`config.mk`:
```
export PLATFORM = sky130hd
export DESIGN_NAME = dicr_regs
export DESIGN_NICKNAME = d
export VERILOG_FILES = /design/src/design/dicr_regs.v /design/src/design/dicr_spi_slave.v
export VERILOG_INCLUDE_DIRS = /design/src /design/src/design
export SDC_FILE = /design/constraint.sdc
export NUM_CORES = 1
export LEC_CHECK = 0
export BUFFER_PORTS_ARGS = -buffer_cell sky130_fd_sc_hd__buf_2
export CAP_MARGIN = 10
export CORE_AREA = 5 5 108 110
export DETAILED_ROUTE_END_ITERATION = 7
export DIE_AREA = 0 0 113 115
export GPL_TIMING_DRIVEN = 0
export PLACE_DENSITY = 0.63
export SETUP_SLACK_MARGIN = 0.05
export SLEW_MARGIN = 40
export SYNTH_ARGS = -nofsm -noshare
export SYNTH_HDL_FRONTEND = slang
export SYNTH_HIERARCHICAL = 1
export SYNTH_SLANG_ARGS = --single-unit
export TNS_END_PERCENT = 100
```
`constraint.sdc`:
```
create_clock -name clk_sys -period 4.63 [get_ports clk_sys]
set_clock_uncertainty 0.2 [all_clocks]
set_input_delay 0.6945 -clock clk_sys [delete_from_list [all_inputs] [get_ports clk_sys]]
set_output_delay 0.6945 -clock clk_sys [all_outputs]
set_load 0.01 [all_outputs]
```
`src/design/dicr_defs.vh`:
```
// Register map, field positions, reset values and serial frame constants.
`ifndef DICR_DEFS_VH
`define DICR_DEFS_VH

`define DICR_ADDR_W 7
`define DICR_ADDR_IRQ_EN 7'h03
`define DICR_ADDR_IRQ_ST 7'h04
`define DICR_ADDR_FSC_LO 7'h06
`define DICR_ADDR_FSC_HI 7'h07
`define DICR_ADDR_MODE 7'h08
`define DICR_ADDR_DCLK_PH 7'h0C
`define DICR_ADDR_SYNC_PH 7'h0D
`define DICR_ADDR_CFG 7'h10

`define DICR_IRQ_EN_RST 6'h00
`define DICR_IRQ_ST_RST 6'h00
`define DICR_FSC_LO_RST 8'h00
`define DICR_FSC_HI_RST 2'h2
`define DICR_MODE_RST 2'h0
`define DICR_CFG_RST 8'h42

`define DICR_MODE_BASEBAND 2'h0
`define DICR_MODE_RTZ 2'h1
`define DICR_MODE_MIX 2'h2

`define DICR_BIT_SLEEP 7
`define DICR_BIT_CLK_EARLY 2
`define DICR_BIT_CLK_LATE 0
`define DICR_BIT_SYNC_PH90 5
`define DICR_BIT_SYNC_PH0 4
`define DICR_BIT_SYNC_CLR 7
`define DICR_BIT_SYNC_LOOP 6
`define DICR_BIT_SYNC_ROLE 5
`define DICR_BIT_SYNC_EN 4
`define DICR_BIT_RCV_CLR 2
`define DICR_BIT_RCV_LOOP 1
`define DICR_BIT_RCV_EN 0

`define DICR_CMD_BITS 5'h08
`define DICR_FRAME_BITS 5'h10

`endif

```
`src/design/dicr_regs.v`:
```
// Interrupt, full-scale current, switching mode and lock controller registers.
`timescale 1ns/1ps
`include "dicr_defs.vh"

module dicr_regs #(
   parameter CODE_W = 10
) (
   // Clock and reset
   input wire clk_sys,
   input wire resetn,
   // Serial configuration port
   input wire spi_sclk,
   input wire spi_csn,
   input wire spi_sdi,
   output wire spi_sdo,
   output wire spi_sdo_oe,
   // Lock levels from the three controllers
   input wire sync_lock,
   input wire phase_ctrl_lock,
   input wire receiver_lock,
   // Phase comparator levels
   input wire clock_early_phase0_status,
   input wire clock_late_phase0_status,
   input wire sync_in_phase90_status,
   input wire sync_in_phase0_status,
   // Converter controls
   output wire [CODE_W-1:0] full_scale_code,
   output wire dac_sleep,
   output wire [1:0] switch_mode_field,
   // Lock controller controls
   output wire sync_ctrl_enable,
   output wire sync_role_select,
   output wire sync_auto_relock,
   output wire receiver_ctrl_enable,
   output wire receiver_auto_relock,
   output wire sync_flag_clear,
   output wire receiver_flag_clear,
   output wire sync_restart,
   output wire receiver_restart,
   // Interrupt request level
   output wire irq_request
);
   wire [6:0] reg_addr;
   wire [7:0] reg_wdata;
   wire reg_wr;
   reg [7:0] reg_rdata;

   reg [5:0] irq_enable_reg;
   reg [5:0] irq_status_reg;
   reg [5:0] irq_status_next;
   reg [7:0] fsc_lo_reg;
   reg [1:0] fsc_hi_reg;
   reg sleep_reg;
   reg [1:0] mode_reg;
   reg [3:0] phase_reg;
   reg sync_arm_reg;
   reg sync_loop_reg;
   reg sync_role_reg;
   reg sync_en_reg;
   reg rcv_arm_reg;
   reg rcv_loop_reg;
   reg rcv_en_reg;
   reg [2:0] lock_prev_reg;
   reg sync_clr_reg;
   reg rcv_clr_reg;
   reg sync_restart_reg;
   reg rcv_restart_reg;
   reg sync_loop_flag_reg;
   reg rcv_loop_flag_reg;
   reg irq_reg;

   wire [2:0] lock_now;
   wire [5:0] event_vec;
   wire [5:0] flag_clr;
   wire wr_en;
   wire wr_fsc_lo;
   wire wr_fsc_hi;
   wire wr_mode;
   wire wr_cfg;
   wire sync_clr_hit;
   wire rcv_clr_hit;
   wire sync_lost_ev;
   wire rcv_lost_ev;
   wire sync_relock_hit;
   wire rcv_relock_hit;
   wire irq_any;

   // The serial slave turns frames into one-cycle write strobes and a read address.
   dicr_spi_slave u_spi (
      .clk_sys(clk_sys),
      .resetn(resetn),
      .spi_sclk(spi_sclk),
      .spi_csn(spi_csn),
      .spi_sdi(spi_sdi),
      .spi_sdo(spi_sdo),
      .spi_sdo_oe(spi_sdo_oe),
      .reg_addr(reg_addr),
      .reg_wdata(reg_wdata),
      .reg_wr(reg_wr),
      .reg_rdata(reg_rdata)
   );

   // Writes to read-only or unmapped addresses decode to nothing and are ignored.
   assign wr_en = reg_wr && reg_addr == `DICR_ADDR_IRQ_EN;
   assign wr_fsc_lo = reg_wr && reg_addr == `DICR_ADDR_FSC_LO;
   assign wr_fsc_hi = reg_wr && reg_addr == `DICR_ADDR_FSC_HI;
   assign wr_mode = reg_wr && reg_addr == `DICR_ADDR_MODE;
   assign wr_cfg = reg_wr && reg_addr == `DICR_ADDR_CFG;

   // Index 2 is sync, 1 is the clock-phase controller, 0 is the receiver.
   assign lock_now = {sync_lock, phase_ctrl_lock, receiver_lock};

   genvar k;
   generate
      for (k = 0; k < 3; k = k + 1) begin : g_event
         // Even bits are locked events, odd bits are lost events.
         assign event_vec[2*k] = lock_now[k] & ~lock_prev_reg[k];
         assign event_vec[2*k+1] = ~lock_now[k] & lock_prev_reg[k];
      end
   endgenerate

   // A clear fires only on a zero written over a stored one, so a single
   // zero write never disturbs the flags.
   // sync flag clear
   assign sync_clr_hit = wr_cfg & sync_arm_reg & ~reg_wdata[`DICR_BIT_SYNC_CLR];
   assign rcv_clr_hit = wr_cfg & rcv_arm_reg & ~reg_wdata[`DICR_BIT_RCV_CLR];
   assign flag_clr = {sync_clr_hit, sync_clr_hit, 2'b00, rcv_clr_hit, rcv_clr_hit};

   // A lost event is a falling lock level seen against the previous sample.
   assign sync_lost_ev = event_vec[5];
   assign rcv_lost_ev = event_vec[1];
   assign sync_relock_hit = sync_lost_ev & sync_loop_reg & sync_role_reg & sync_en_reg;
   assign rcv_relock_hit = rcv_lost_ev & rcv_loop_reg & rcv_en_reg;

   // The relock flags keep the request up even when every status enable is off,
   // because an automatic restart must always reach the host.
   assign irq_any = (|irq_status_next) | sync_loop_flag_reg | rcv_loop_flag_reg
      | sync_relock_hit | rcv_relock_hit;

   // An event that meets a clear in the same cycle keeps its bit set, so no
   // lock change is lost while software services the previous one.
   integer i;
   always @* begin
      irq_status_next = irq_status_reg;
      for (i = 0; i < 6; i = i + 1) begin
         if (event_vec[i] && irq_enable_reg[i]) begin
            irq_status_next[i] = 1'b1;
         end else if (wr_en && !reg_wdata[i]) begin
            irq_status_next[i] = 1'b0;
         end else if (flag_clr[i]) begin
            irq_status_next[i] = 1'b0;
         end else if ((i % 2) == 0 && event_vec[i | 1]) begin
            irq_status_next[i] = 1'b0;
         end
      end
   end

   // Status and enable storage.
   // Enable bits 7:6 have no event behind them and are dropped on write.
   always @(posedge clk_sys or negedge resetn) begin
      if (!resetn) begin
         irq_enable_reg <= `DICR_IRQ_EN_RST;
         irq_status_reg <= `DICR_IRQ_ST_RST;
         // Controllers count as unlocked at reset; a lock held then fires a locked event, but the enables are still zero so no bit is set.
         lock_prev_reg <= 3'h0;
      end else begin
         lock_prev_reg <= lock_now;
         irq_status_reg <= irq_status_next;
         if (wr_en) begin
            irq_enable_reg <= reg_wdata[5:0];
         end
      end
   end

   // Converter settings.
   always @(posedge clk_sys or negedge resetn) begin
      if (!resetn) begin
         fsc_lo_reg <= `DICR_FSC_LO_RST;
         fsc_hi_reg <= `DICR_FSC_HI_RST;
         sleep_reg <= 1'b0;
         mode_reg <= `DICR_MODE_RST;
         phase_reg <= 4'h0;
      end else begin
         if (wr_fsc_lo) begin
            fsc_lo_reg <= reg_wdata;
         end
         if (wr_fsc_hi) begin
            fsc_hi_reg <= reg_wdata[1:0];
            sleep_reg <= reg_wdata[`DICR_BIT_SLEEP];
         end
         // Code 3 is stored and read back as written; it selects no defined mode.
         // switching mode field
         if (wr_mode) begin
            mode_reg <= reg_wdata[1:0];
         end
         // Comparator levels are sampled once per clock so that a readback sees
         // one settled value rather than a level changing under the shifter.
         phase_reg <= {sync_in_phase90_status, sync_in_phase0_status,
            clock_early_phase0_status, clock_late_phase0_status};
      end
   end

   // Lock controller configuration and its pulses.
   always @(posedge clk_sys or negedge resetn) begin
      if (!resetn) begin
         sync_arm_reg <= 1'b0;
         sync_loop_reg <= 1'b1;
         sync_role_reg <= 1'b0;
         sync_en_reg <= 1'b0;
         rcv_arm_reg <= 1'b0;
         rcv_loop_reg <= 1'b1;
         rcv_en_reg <= 1'b0;
         sync_clr_reg <= 1'b0;
         rcv_clr_reg <= 1'b0;
         sync_restart_reg <= 1'b0;
         rcv_restart_reg <= 1'b0;
         sync_loop_flag_reg <= 1'b0;
         rcv_loop_flag_reg <= 1'b0;
         irq_reg <= 1'b0;
      end else begin
         if (wr_cfg) begin
            // Arm bits hold the last written clear bits for the one-then-zero sequence.
            sync_arm_reg <= reg_wdata[`DICR_BIT_SYNC_CLR];
            sync_loop_reg <= reg_wdata[`DICR_BIT_SYNC_LOOP];
            sync_role_reg <= reg_wdata[`DICR_BIT_SYNC_ROLE];
            sync_en_reg <= reg_wdata[`DICR_BIT_SYNC_EN];
            rcv_arm_reg <= reg_wdata[`DICR_BIT_RCV_CLR];
            rcv_loop_reg <= reg_wdata[`DICR_BIT_RCV_LOOP];
            rcv_en_reg <= reg_wdata[`DICR_BIT_RCV_EN];
         end
         sync_clr_reg <= sync_clr_hit;
         rcv_clr_reg <= rcv_clr_hit;
         sync_restart_reg <= sync_relock_hit;
         rcv_restart_reg <= rcv_relock_hit;
         // A loss in the same cycle as a clear keeps its flag.
         if (sync_relock_hit) begin
            sync_loop_flag_reg <= 1'b1;
         end else if (sync_clr_hit) begin
            sync_loop_flag_reg <= 1'b0;
         end
         if (rcv_relock_hit) begin
            rcv_loop_flag_reg <= 1'b1;
         end else if (rcv_clr_hit) begin
            rcv_loop_flag_reg <= 1'b0;
         end
         irq_reg <= irq_any;
      end
   end

   // Read multiplexer; write-only bits and unmapped addresses read zero.
   always @* begin
      reg_rdata = 8'h00;
      case (reg_addr)
         `DICR_ADDR_IRQ_ST: begin
            reg_rdata = {2'b00, irq_status_reg};
         end
         `DICR_ADDR_FSC_LO: begin
            reg_rdata = fsc_lo_reg;
         end
         `DICR_ADDR_FSC_HI: begin
            reg_rdata = {sleep_reg, 5'h00, fsc_hi_reg};
         end
         `DICR_ADDR_MODE: begin
            reg_rdata = {6'h00, mode_reg};
         end
         `DICR_ADDR_DCLK_PH: begin
            reg_rdata[`DICR_BIT_CLK_EARLY] = phase_reg[1];
            reg_rdata[`DICR_BIT_CLK_LATE] = phase_reg[0];
         end
         `DICR_ADDR_SYNC_PH: begin
            reg_rdata[`DICR_BIT_SYNC_PH90] = phase_reg[3];
            reg_rdata[`DICR_BIT_SYNC_PH0] = phase_reg[2];
         end
         `DICR_ADDR_CFG: begin
            // Flag-clear bits are write-only and read back as zero.
            reg_rdata = {1'b0, sync_loop_reg, sync_role_reg, sync_en_reg,
               2'b00, rcv_loop_reg, rcv_en_reg};
         end
         default: begin
            reg_rdata = 8'h00;
         end
      endcase
   end

   // The full-scale code is ten bits wide; CODE_W must stay at its default.
   assign full_scale_code = {fsc_hi_reg, fsc_lo_reg};
   assign dac_sleep = sleep_reg;
   assign switch_mode_field = mode_reg;
   assign sync_ctrl_enable = sync_en_reg;
   assign sync_role_select = sync_role_reg;
   assign sync_auto_relock = sync_loop_reg;
   assign receiver_ctrl_enable = rcv_en_reg;
   assign receiver_auto_relock = rcv_loop_reg;
   assign sync_flag_clear = sync_clr_reg;
   assign receiver_flag_clear = rcv_clr_reg;
   assign sync_restart = sync_restart_reg;
   assign receiver_restart = rcv_restart_reg;
   assign irq_request = irq_reg;
endmodule

```
`src/design/dicr_spi_slave.v`:
```
// Serial configuration port slave: 16-bit frames, read flag, address, data.
`timescale 1ns/1ps

module dicr_spi_slave (
   // Clock and reset
   input wire clk_sys,
   input wire resetn,
   // Serial pins
   input wire spi_sclk,
   input wire spi_csn,
   input wire spi_sdi,
   output wire spi_sdo,
   output wire spi_sdo_oe,
   // Register side
   output wire [6:0] reg_addr,
   output wire [7:0] reg_wdata,
   output wire reg_wr,
   input wire [7:0] reg_rdata
);
   reg sclk_reg;
   reg [4:0] cnt_reg;
   reg [15:0] shin_reg;
   reg [7:0] shout_reg;
   reg [6:0] addr_reg;
   reg [7:0] wdata_reg;
   reg rd_reg;
   reg load_reg;
   reg wr_reg;
   reg sdo_reg;
   reg oe_reg;
   wire rise;
   wire fall;

   assign rise = spi_sclk & ~sclk_reg & ~spi_csn;
   assign fall = ~spi_sclk & sclk_reg & ~spi_csn;
   assign reg_addr = addr_reg;
   assign reg_wdata = wdata_reg;
   assign reg_wr = wr_reg;
   assign spi_sdo = sdo_reg;
   assign spi_sdo_oe = oe_reg;

   always @(posedge clk_sys or negedge resetn) begin
      if (!resetn) begin
         sclk_reg <= 1'b0;
         cnt_reg <= 5'h00;
         shin_reg <= 16'h0000;
         shout_reg <= 8'h00;
         addr_reg <= 7'h00;
         wdata_reg <= 8'h00;
         rd_reg <= 1'b0;
         load_reg <= 1'b0;
         wr_reg <= 1'b0;
         sdo_reg <= 1'b0;
         oe_reg <= 1'b0;
      end else begin
         sclk_reg <= spi_sclk;
         load_reg <= 1'b0;
         wr_reg <= 1'b0;
         if (spi_csn) begin
            cnt_reg <= 5'h00;
            rd_reg <= 1'b0;
            oe_reg <= 1'b0;
         end else begin
            if (rise && cnt_reg != `DICR_FRAME_BITS) begin
               shin_reg <= {shin_reg[14:0], spi_sdi};
               cnt_reg <= cnt_reg + 5'h01;
               if (cnt_reg == `DICR_CMD_BITS - 5'h01) begin
                  addr_reg <= {shin_reg[5:0], spi_sdi};
                  rd_reg <= shin_reg[6];
                  load_reg <= shin_reg[6];
               end
               if (cnt_reg == `DICR_FRAME_BITS - 5'h01 && !rd_reg) begin
                  wdata_reg <= {shin_reg[6:0], spi_sdi};
                  wr_reg <= 1'b1;
               end
            end
            if (load_reg) begin
               shout_reg <= reg_rdata;
               oe_reg <= 1'b1;
            end else if (fall && rd_reg) begin
               sdo_reg <= shout_reg[7];
               shout_reg <= {shout_reg[6:0], 1'b0};
            end
         end
      end
   end
endmodule

```
==> impl_metrics.env, run 1 <==
export IMPL_power_leakage_uw=0.00207
export IMPL_synthArstFlopShare=1.00
export IMPL_synth_top_area_share=0.562
export IMPL_die_h_um=115
export IMPL_relSlewSlack=0.523
export IMPL_dr_total_vias=2384
export IMPL_wl_per_cell_um=16.2
export IMPL_syn_to_final_growth_pct=15.9
export IMPL_die_width_um=113
export IMPL_cts_root_buffer="clkbuf_8"
export IMPL_hold_buffers=0
export IMPL_worstPathArrival_ps=2460
export IMPL_synth_simple_area_share=0.119
export IMPL_ant_nets=0
export IMPL_synth_fa_ha_area_frac=0.0100
export IMPL_finalPower_uw=1430
export IMPL_setup_tns_ps=0
export IMPL_synth_most_common_cell="dfrtp_1"
export IMPL_start_util=0.353
export IMPL_coreArea_um2=10600
export IMPL_nNetsFinal=349
export IMPL_rsz0062_at_grt="false"
export IMPL_rows=38
export IMPL_cts_buffers=9
export IMPL_finalSetupViolCount=0
export IMPL_synth_top_area_cell="dfrtp_1"
export IMPL_synthMuxAreaShare=0.203
export IMPL_gp_congestion=0.828
export IMPL_fin_crit_sh=0.523
export IMPL_slew_violations=0
export IMPL_yosys_warnings=6
export IMPL_synth_top_family_by_area="multiplexers"
export IMPL_netlist_area_um2=3740
export IMPL_dp_hpwl_mm=5.69
export IMPL_synth_xor_area_share=0.00234
export IMPL_post_cts_resized=0
export IMPL_syn_nets=301
export IMPL_io_pins=37
export IMPL_netlist_top_cells_count="dfrtp_1, mux2_2, nand2_1, nor2_1, inv_1"
export IMPL_required_ps=4660
export IMPL_grt_pass1_vias=2408
export IMPL_clk_path_buf_depth=2
export IMPL_antenna_found_initial=0
export IMPL_grt_ovfl_total=0
export IMPL_grt_pass1_wl_mm=12.9
export IMPL_gr_usage_all_layers=0.128
export IMPL_endpoint_kind="register"
export IMPL_utilization=0.409
export IMPL_p_per_area_nw_per_um2=330
export IMPL_startpoint_type="register"
export IMPL_wirelength_mm=7.75
export IMPL_viasPerCell=4.98
export IMPL_drc=0
export IMPL_seq_area_frac_synth=0.583
export IMPL_clk_latency_ps=360
export IMPL_placed_cell_area_um2=4130
export IMPL_cts_tree="built"
export IMPL_status="finished, final reports clean"
export IMPL_worstSetupPathType="reg -> reg"
export IMPL_cts_setup_buffers=0
export IMPL_hold_viol=0
export IMPL_diodes=0
export IMPL_max_cap_violations=0
export IMPL_worst_path_max_fanout=10
export IMPL_vdd_drop_max_mv=0.121
export IMPL_htreeDepth=3
export IMPL_synth_edf_count=0
export IMPL_first_pass_iters=4
export IMPL_port_buffers=36
export IMPL_final_cells=479
export IMPL_syn_avg_cell_area_um2=13.1
export IMPL_synth_ff_type="dfrtp_1"
export IMPL_dieArea_um2=13000
export IMPL_drt_iter0_drc=133
export IMPL_synth_area_leaders="dfrtp_1, mux2_2, dfstp_2"
export IMPL_tightestPinTransition_ps=716
export IMPL_synth_seq_cells=87
export IMPL_cts_sinks=87
export IMPL_design_area_um2=4340
export IMPL_yosysUniqueCellTypes=45
export IMPL_fmax_mhz=413
export IMPL_drive_above_1_share=0.381
export IMPL_dpl_cell_count=463
export IMPL_synth_compound_area_share=0.0605
export IMPL_clk_pin_slew_ps=90
export IMPL_fin_crit_ps=2420
export IMPL_syn_inst=286
export IMPL_grt_max_degree=56
export IMPL_hold_path_class="in -> async"
==> layout make-up <==
class	count	area [um2]
plain buffers	8	41.3
clock buffers	11	151
clock inverters	5	56.3
fillers	1001	6260
inverters	12	45.0
multi-input cells	179	1480
flip-flops and latches	87	2180
well taps	140	175
repair buffers	37	214
==> critical path, cell delays in order (launching register included) <==
cell and delay [ps]:
dfrtp_1 460, or4_4 520, buf_6 160, nor4_4 390, o22ai_1 170, nor4_1 290
nand3_1 100
==> through the flow <==
stage               worst slack, ps  hold WS (ps)
floorplan                      2380           199
global route                   2020          19.9
finish                         2210          13.3
detailed placement             2040           282
CTS                            2220          8.66
global placement               1930           274
==> final timing paths <==
check	from	to	slack [ps]	cells past startpoint
setup / recovery	u_spi/reg_addr[2]	irq_request	2210	6
hold / removal	resetn	lock_prev_reg[2]	10	1
max in group asynchronous	resetn	sync_auto_relock	3600	2
hold reg to reg	u_spi/spi_sdo_oe	u_spi/spi_sdo_oe	300	2
min in group clk_sys	sync_in_phase0_status	phase_reg[2]	240	1
setup reg to reg	u_spi/reg_addr[2]	irq_request	2210	6
==> logic make-up after synthesis <==
| kind of cell | count (synthesis) |
|---|---|
| and+or+nand+nor | 73 |
| adders and majority gates | 3 |
| DFF | 87 |
| muxes | 68 |
| xor gates and xnor gates | 1 |
| AOI/OAI and AO/OA | 34 |
| buffers and inverters | 20 |
==> cells in the final DEF (no fill, tap or decap), drive strengths merged, types with 6 or more instances in the layout <==
cell    Yosys  final
dfrtp      84     84
mux2       62     62
buf         5     42
nand2      14     14
nor2       14     14
clkbuf      3     14
inv        12     12
o21ai       9      9
nor3        7      7
a21oi       7      7
nand2b      7      7
mux2i       6      6
==> power breakdown <==
group | switching (uW) | internal [uW]
combinational | 30.3 | 31.9
sequential | 28.4 | 790
clock | 271 | 278
==> layer usage <==
layer	wire length, um	part of all wire	track usage	vias to the layer above
li1	-	-	-	1136
met1	3640	0.47	0.171	1198
met2	3640	0.47	0.193	34
met3	250	0.032	0.0289	16
met4	227	0.029	0.0713	0
met5	0	0	0	-
(Power assumes the default switching activity.)
==> run 2: changes to the inputs <==
--- a/config.mk
+++ b/config.mk
@@ -6,13 +6,14 @@
 export SDC_FILE = /design/constraint.sdc
 export NUM_CORES = 1
 export LEC_CHECK = 0
+export ABC_AREA = 1
 export BUFFER_PORTS_ARGS = -buffer_cell sky130_fd_sc_hd__buf_2
 export CAP_MARGIN = 10
-export CORE_AREA = 5 5 108 110
+export CORE_AREA = 5 5 111 113
 export DETAILED_ROUTE_END_ITERATION = 7
-export DIE_AREA = 0 0 113 115
+export DIE_AREA = 0 0 116 118
 export GPL_TIMING_DRIVEN = 0
-export PLACE_DENSITY = 0.63
+export PLACE_DENSITY = 0.64
 export SETUP_SLACK_MARGIN = 0.05
 export SLEW_MARGIN = 40
 export SYNTH_ARGS = -nofsm -noshare
==> constraint.sdc (replaced) <==
create_clock -name clk_sys -period 2.2 [get_ports clk_sys]
set_clock_uncertainty 0.2 [all_clocks]
set_input_delay 0.33 -clock clk_sys [delete_from_list [all_inputs] [get_ports clk_sys]]
set_output_delay 0.33 -clock clk_sys [all_outputs]
set_load 0.01 [all_outputs]
==> impl_metrics.env, run 2 <==
export IMPL_status="finished, final reports clean"
export IMPL_die_width_um=116
export IMPL_hold_viol=0
export IMPL_port_buffers=36
export IMPL_hold_path_class="in -> reg"
export IMPL_io_pins=37
export IMPL_nNetsFinal=521
export IMPL_synthArstFlopShare=1.00
export IMPL_worstSetupPathType="reg -> reg"
export IMPL_final_common_cell="nand2_1"
export IMPL_syn_inst=449
export IMPL_clk_pin_slew_ps=60
export IMPL_wl_per_cell_um=13.6
export IMPL_cts_sinks=87
export IMPL_cts_buffers=9
export IMPL_grtUsageMet1=0.181
export IMPL_drc=0
export IMPL_clk_path_buf_depth=2
export IMPL_gp_congestion=0.843
export IMPL_p_per_area_nw_per_um2=774
export IMPL_slew_violations=0
export IMPL_syn_to_final_growth_pct=20.5
export IMPL_die_h_um=118
export IMPL_relSlewSlack=0.711
export IMPL_worstPathArrival_ps=2020
export IMPL_yosys_warnings=6
export IMPL_grt_max_degree=48
export IMPL_required_ps=2270
export IMPL_power_leakage_uw=0.00239
export IMPL_seq_area_frac_synth=0.551
export IMPL_syn_avg_cell_area_um2=8.82
export IMPL_cts_setup_buffers=0
export IMPL_netlist_area_um2=3960
export IMPL_dr_total_vias=3144
export IMPL_tightestPinTransition_ps=433
export IMPL_nFillCells=1122
export IMPL_synth_most_common_cell="nand2_1"
export IMPL_dp_hpwl_mm=6.59
export IMPL_synth_edf_count=0
export IMPL_dieArea_um2=13700
export IMPL_crit_start="u_spi/reg_addr[6]"
export IMPL_synth_ff_type="dfrtp_1"
export IMPL_grt_ovfl_total=0
export IMPL_fin_crit_ps=1950
export IMPL_endpoint_kind="register"
export IMPL_first_pass_iters=4
export IMPL_fin_crit_sh=0.887
export IMPL_wirelength_mm=8.92
export IMPL_worst_path_max_fanout=6
export IMPL_reg2reg_to="u_spi/shout_reg[5]"
export IMPL_htreeDepth=3
export IMPL_syn_nets=464
export IMPL_whs_endpoint="u_spi/shin_reg[0]"
export IMPL_coreArea_um2=11200
export IMPL_drt_iter0_drc=187
export IMPL_ant_nets=0
export IMPL_rows=39
export IMPL_min_path_cells=3
export IMPL_worstHoldStart="spi_sdi"
export IMPL_clk_latency_ps=340
export IMPL_synth_top_area_cell="dfrtp_1"
export IMPL_synth_top_area_share=0.531
export IMPL_cts_root_buffer="clkbuf_16"
export IMPL_grtUsageMet2=0.218
export IMPL_seqCellArea_um2=2180
export IMPL_rsz0062_at_grt="true"
export IMPL_rr_startpoint="u_spi/reg_addr[6]"
export IMPL_fmax_mhz=512
export IMPL_grt_busiest_layer="met2"
export IMPL_drive_above_1_share=0.211
export IMPL_dpl_cell_count=629
export IMPL_synth_area_leaders="dfrtp_1, nand2_1, nand3_1"
export IMPL_netlist_top_cells_count="nand2_1, dfrtp_1, inv_1, nand3_1, nor2_1"
export IMPL_final_cells=654
export IMPL_cts_tree="built"
export IMPL_utilization=0.425
export IMPL_yosysUniqueCellTypes=35
export IMPL_r2r_slack_ps=250
export IMPL_vdd_drop_max_mv=0.460
export IMPL_layout_common_cells="nand2_1, dfrtp_1, inv_1, nand3_1, buf_2"
export IMPL_reg2regPathDepth=11
export IMPL_setup_tns_ps=0
export IMPL_synth_seq_cells=87
export IMPL_antenna_found_initial=0
export IMPL_start_util=0.353
export IMPL_multi_input_area_um2=1520
export IMPL_diodes=0
export IMPL_startpoint_type="register"
export IMPL_viasPerCell=4.81
export IMPL_grt_pass1_vias=3034
export IMPL_grt_pass1_wl_mm=15.0
export IMPL_finalSetupViolCount=0
export IMPL_grt_use_met3=0.0314
export IMPL_gr_usage_all_layers=0.140
export IMPL_max_cap_violations=0
==> run 2: area by class of cell <==
class                   count  share of cell area
repair buffers             46              0.0637
inverters                  48              0.0398
multi-input cells         304               0.318
well taps                 143              0.0375
clock inverters             6              0.0178
flip-flops and latches     87               0.457
plain buffers              10              0.0186
clock buffers              10              0.0480
==> run 2: worst max-delay path, cell delays in order, from the launching register on <==
cell and delay [ps]:
dfrtp_1 380, nor2_1 140, nand2_1 180, nor2_2 180, inv_1 120, nor2_4 170
nand2_1 70, o2111ai_1 140, nand2_1 90, o21ai_0 80, nand2_1 80, o21ai_2 60
==> run 2: repair_timing <==
action	4_1_cts	5_1_grt
hold buffers	9	0
gates resized for setup	1	3
setup endpoints to repair	2	11
pin swaps	0	0
endpoints found under the hold margin	47	0
==> run 2: cell families after synthesis <==
logic type,Yosys count,share of synthesized area
buffers and inverters,58,0.0704
xor gates and xnor gates,1,0.00221
adders and majority gates,3,0.00948
and+or+nand+nor,245,0.276
DFF,87,0.551
AOI/OAI and AO/OA,55,0.0916
==> run 2: power breakdown <==
group | internal (uW) | leakage [uW] | switching, uW
Clock | 990 | 0.000148 | 618
Combinational | 130 | 0.00112 | 177
Sequential | 1720 | 0.00113 | 65.1
==> run 2: metal layers <==
| layer | part of all wire | up-vias |
|---|---|---|
| met5 | 0 | - |
| met4 | 0.028 | 0 |
| met3 | 0.035 | 17 |
| met2 | 0.48 | 57 |
| met1 | 0.46 | 1520 |
| li1 | - | 1550 |
==> run 2: worst max-delay path by stage <==
| stage | to | slack [ps] | depth (start not counted) |
|---|---|---|---|
| global route | u_spi/shout_reg[5] | 40 | 11 |
| floorplan | u_spi/shout_reg[4] | 430 | 11 |
| finish | u_spi/shout_reg[5] | 250 | 11 |
| CTS | u_spi/shout_reg[4] | 150 | 11 |
| global placement | dac_sleep | -140 | 1 |
| detailed placement | u_spi/shout_reg[4] | 50 | 11 |
==> run 2: metrics by stage <==
| step | setup WS [ps] | area [um2] | power [uW] | hold slack (ps) |
|---|---|---|---|---|
| finish | 248 | 4770 | 3700 | 46.1 |
| global route | 37.1 | 4770 | 3840 | 50.7 |
| CTS | 151 | 4760 | 3730 | 39.3 |
| detailed placement | 48.8 | 4350 | 2110 | 70.6 |
| global placement | -143 | 4320 | 2080 | 241 |
| floorplan | 433 | 3960 | 2000 | -166 |
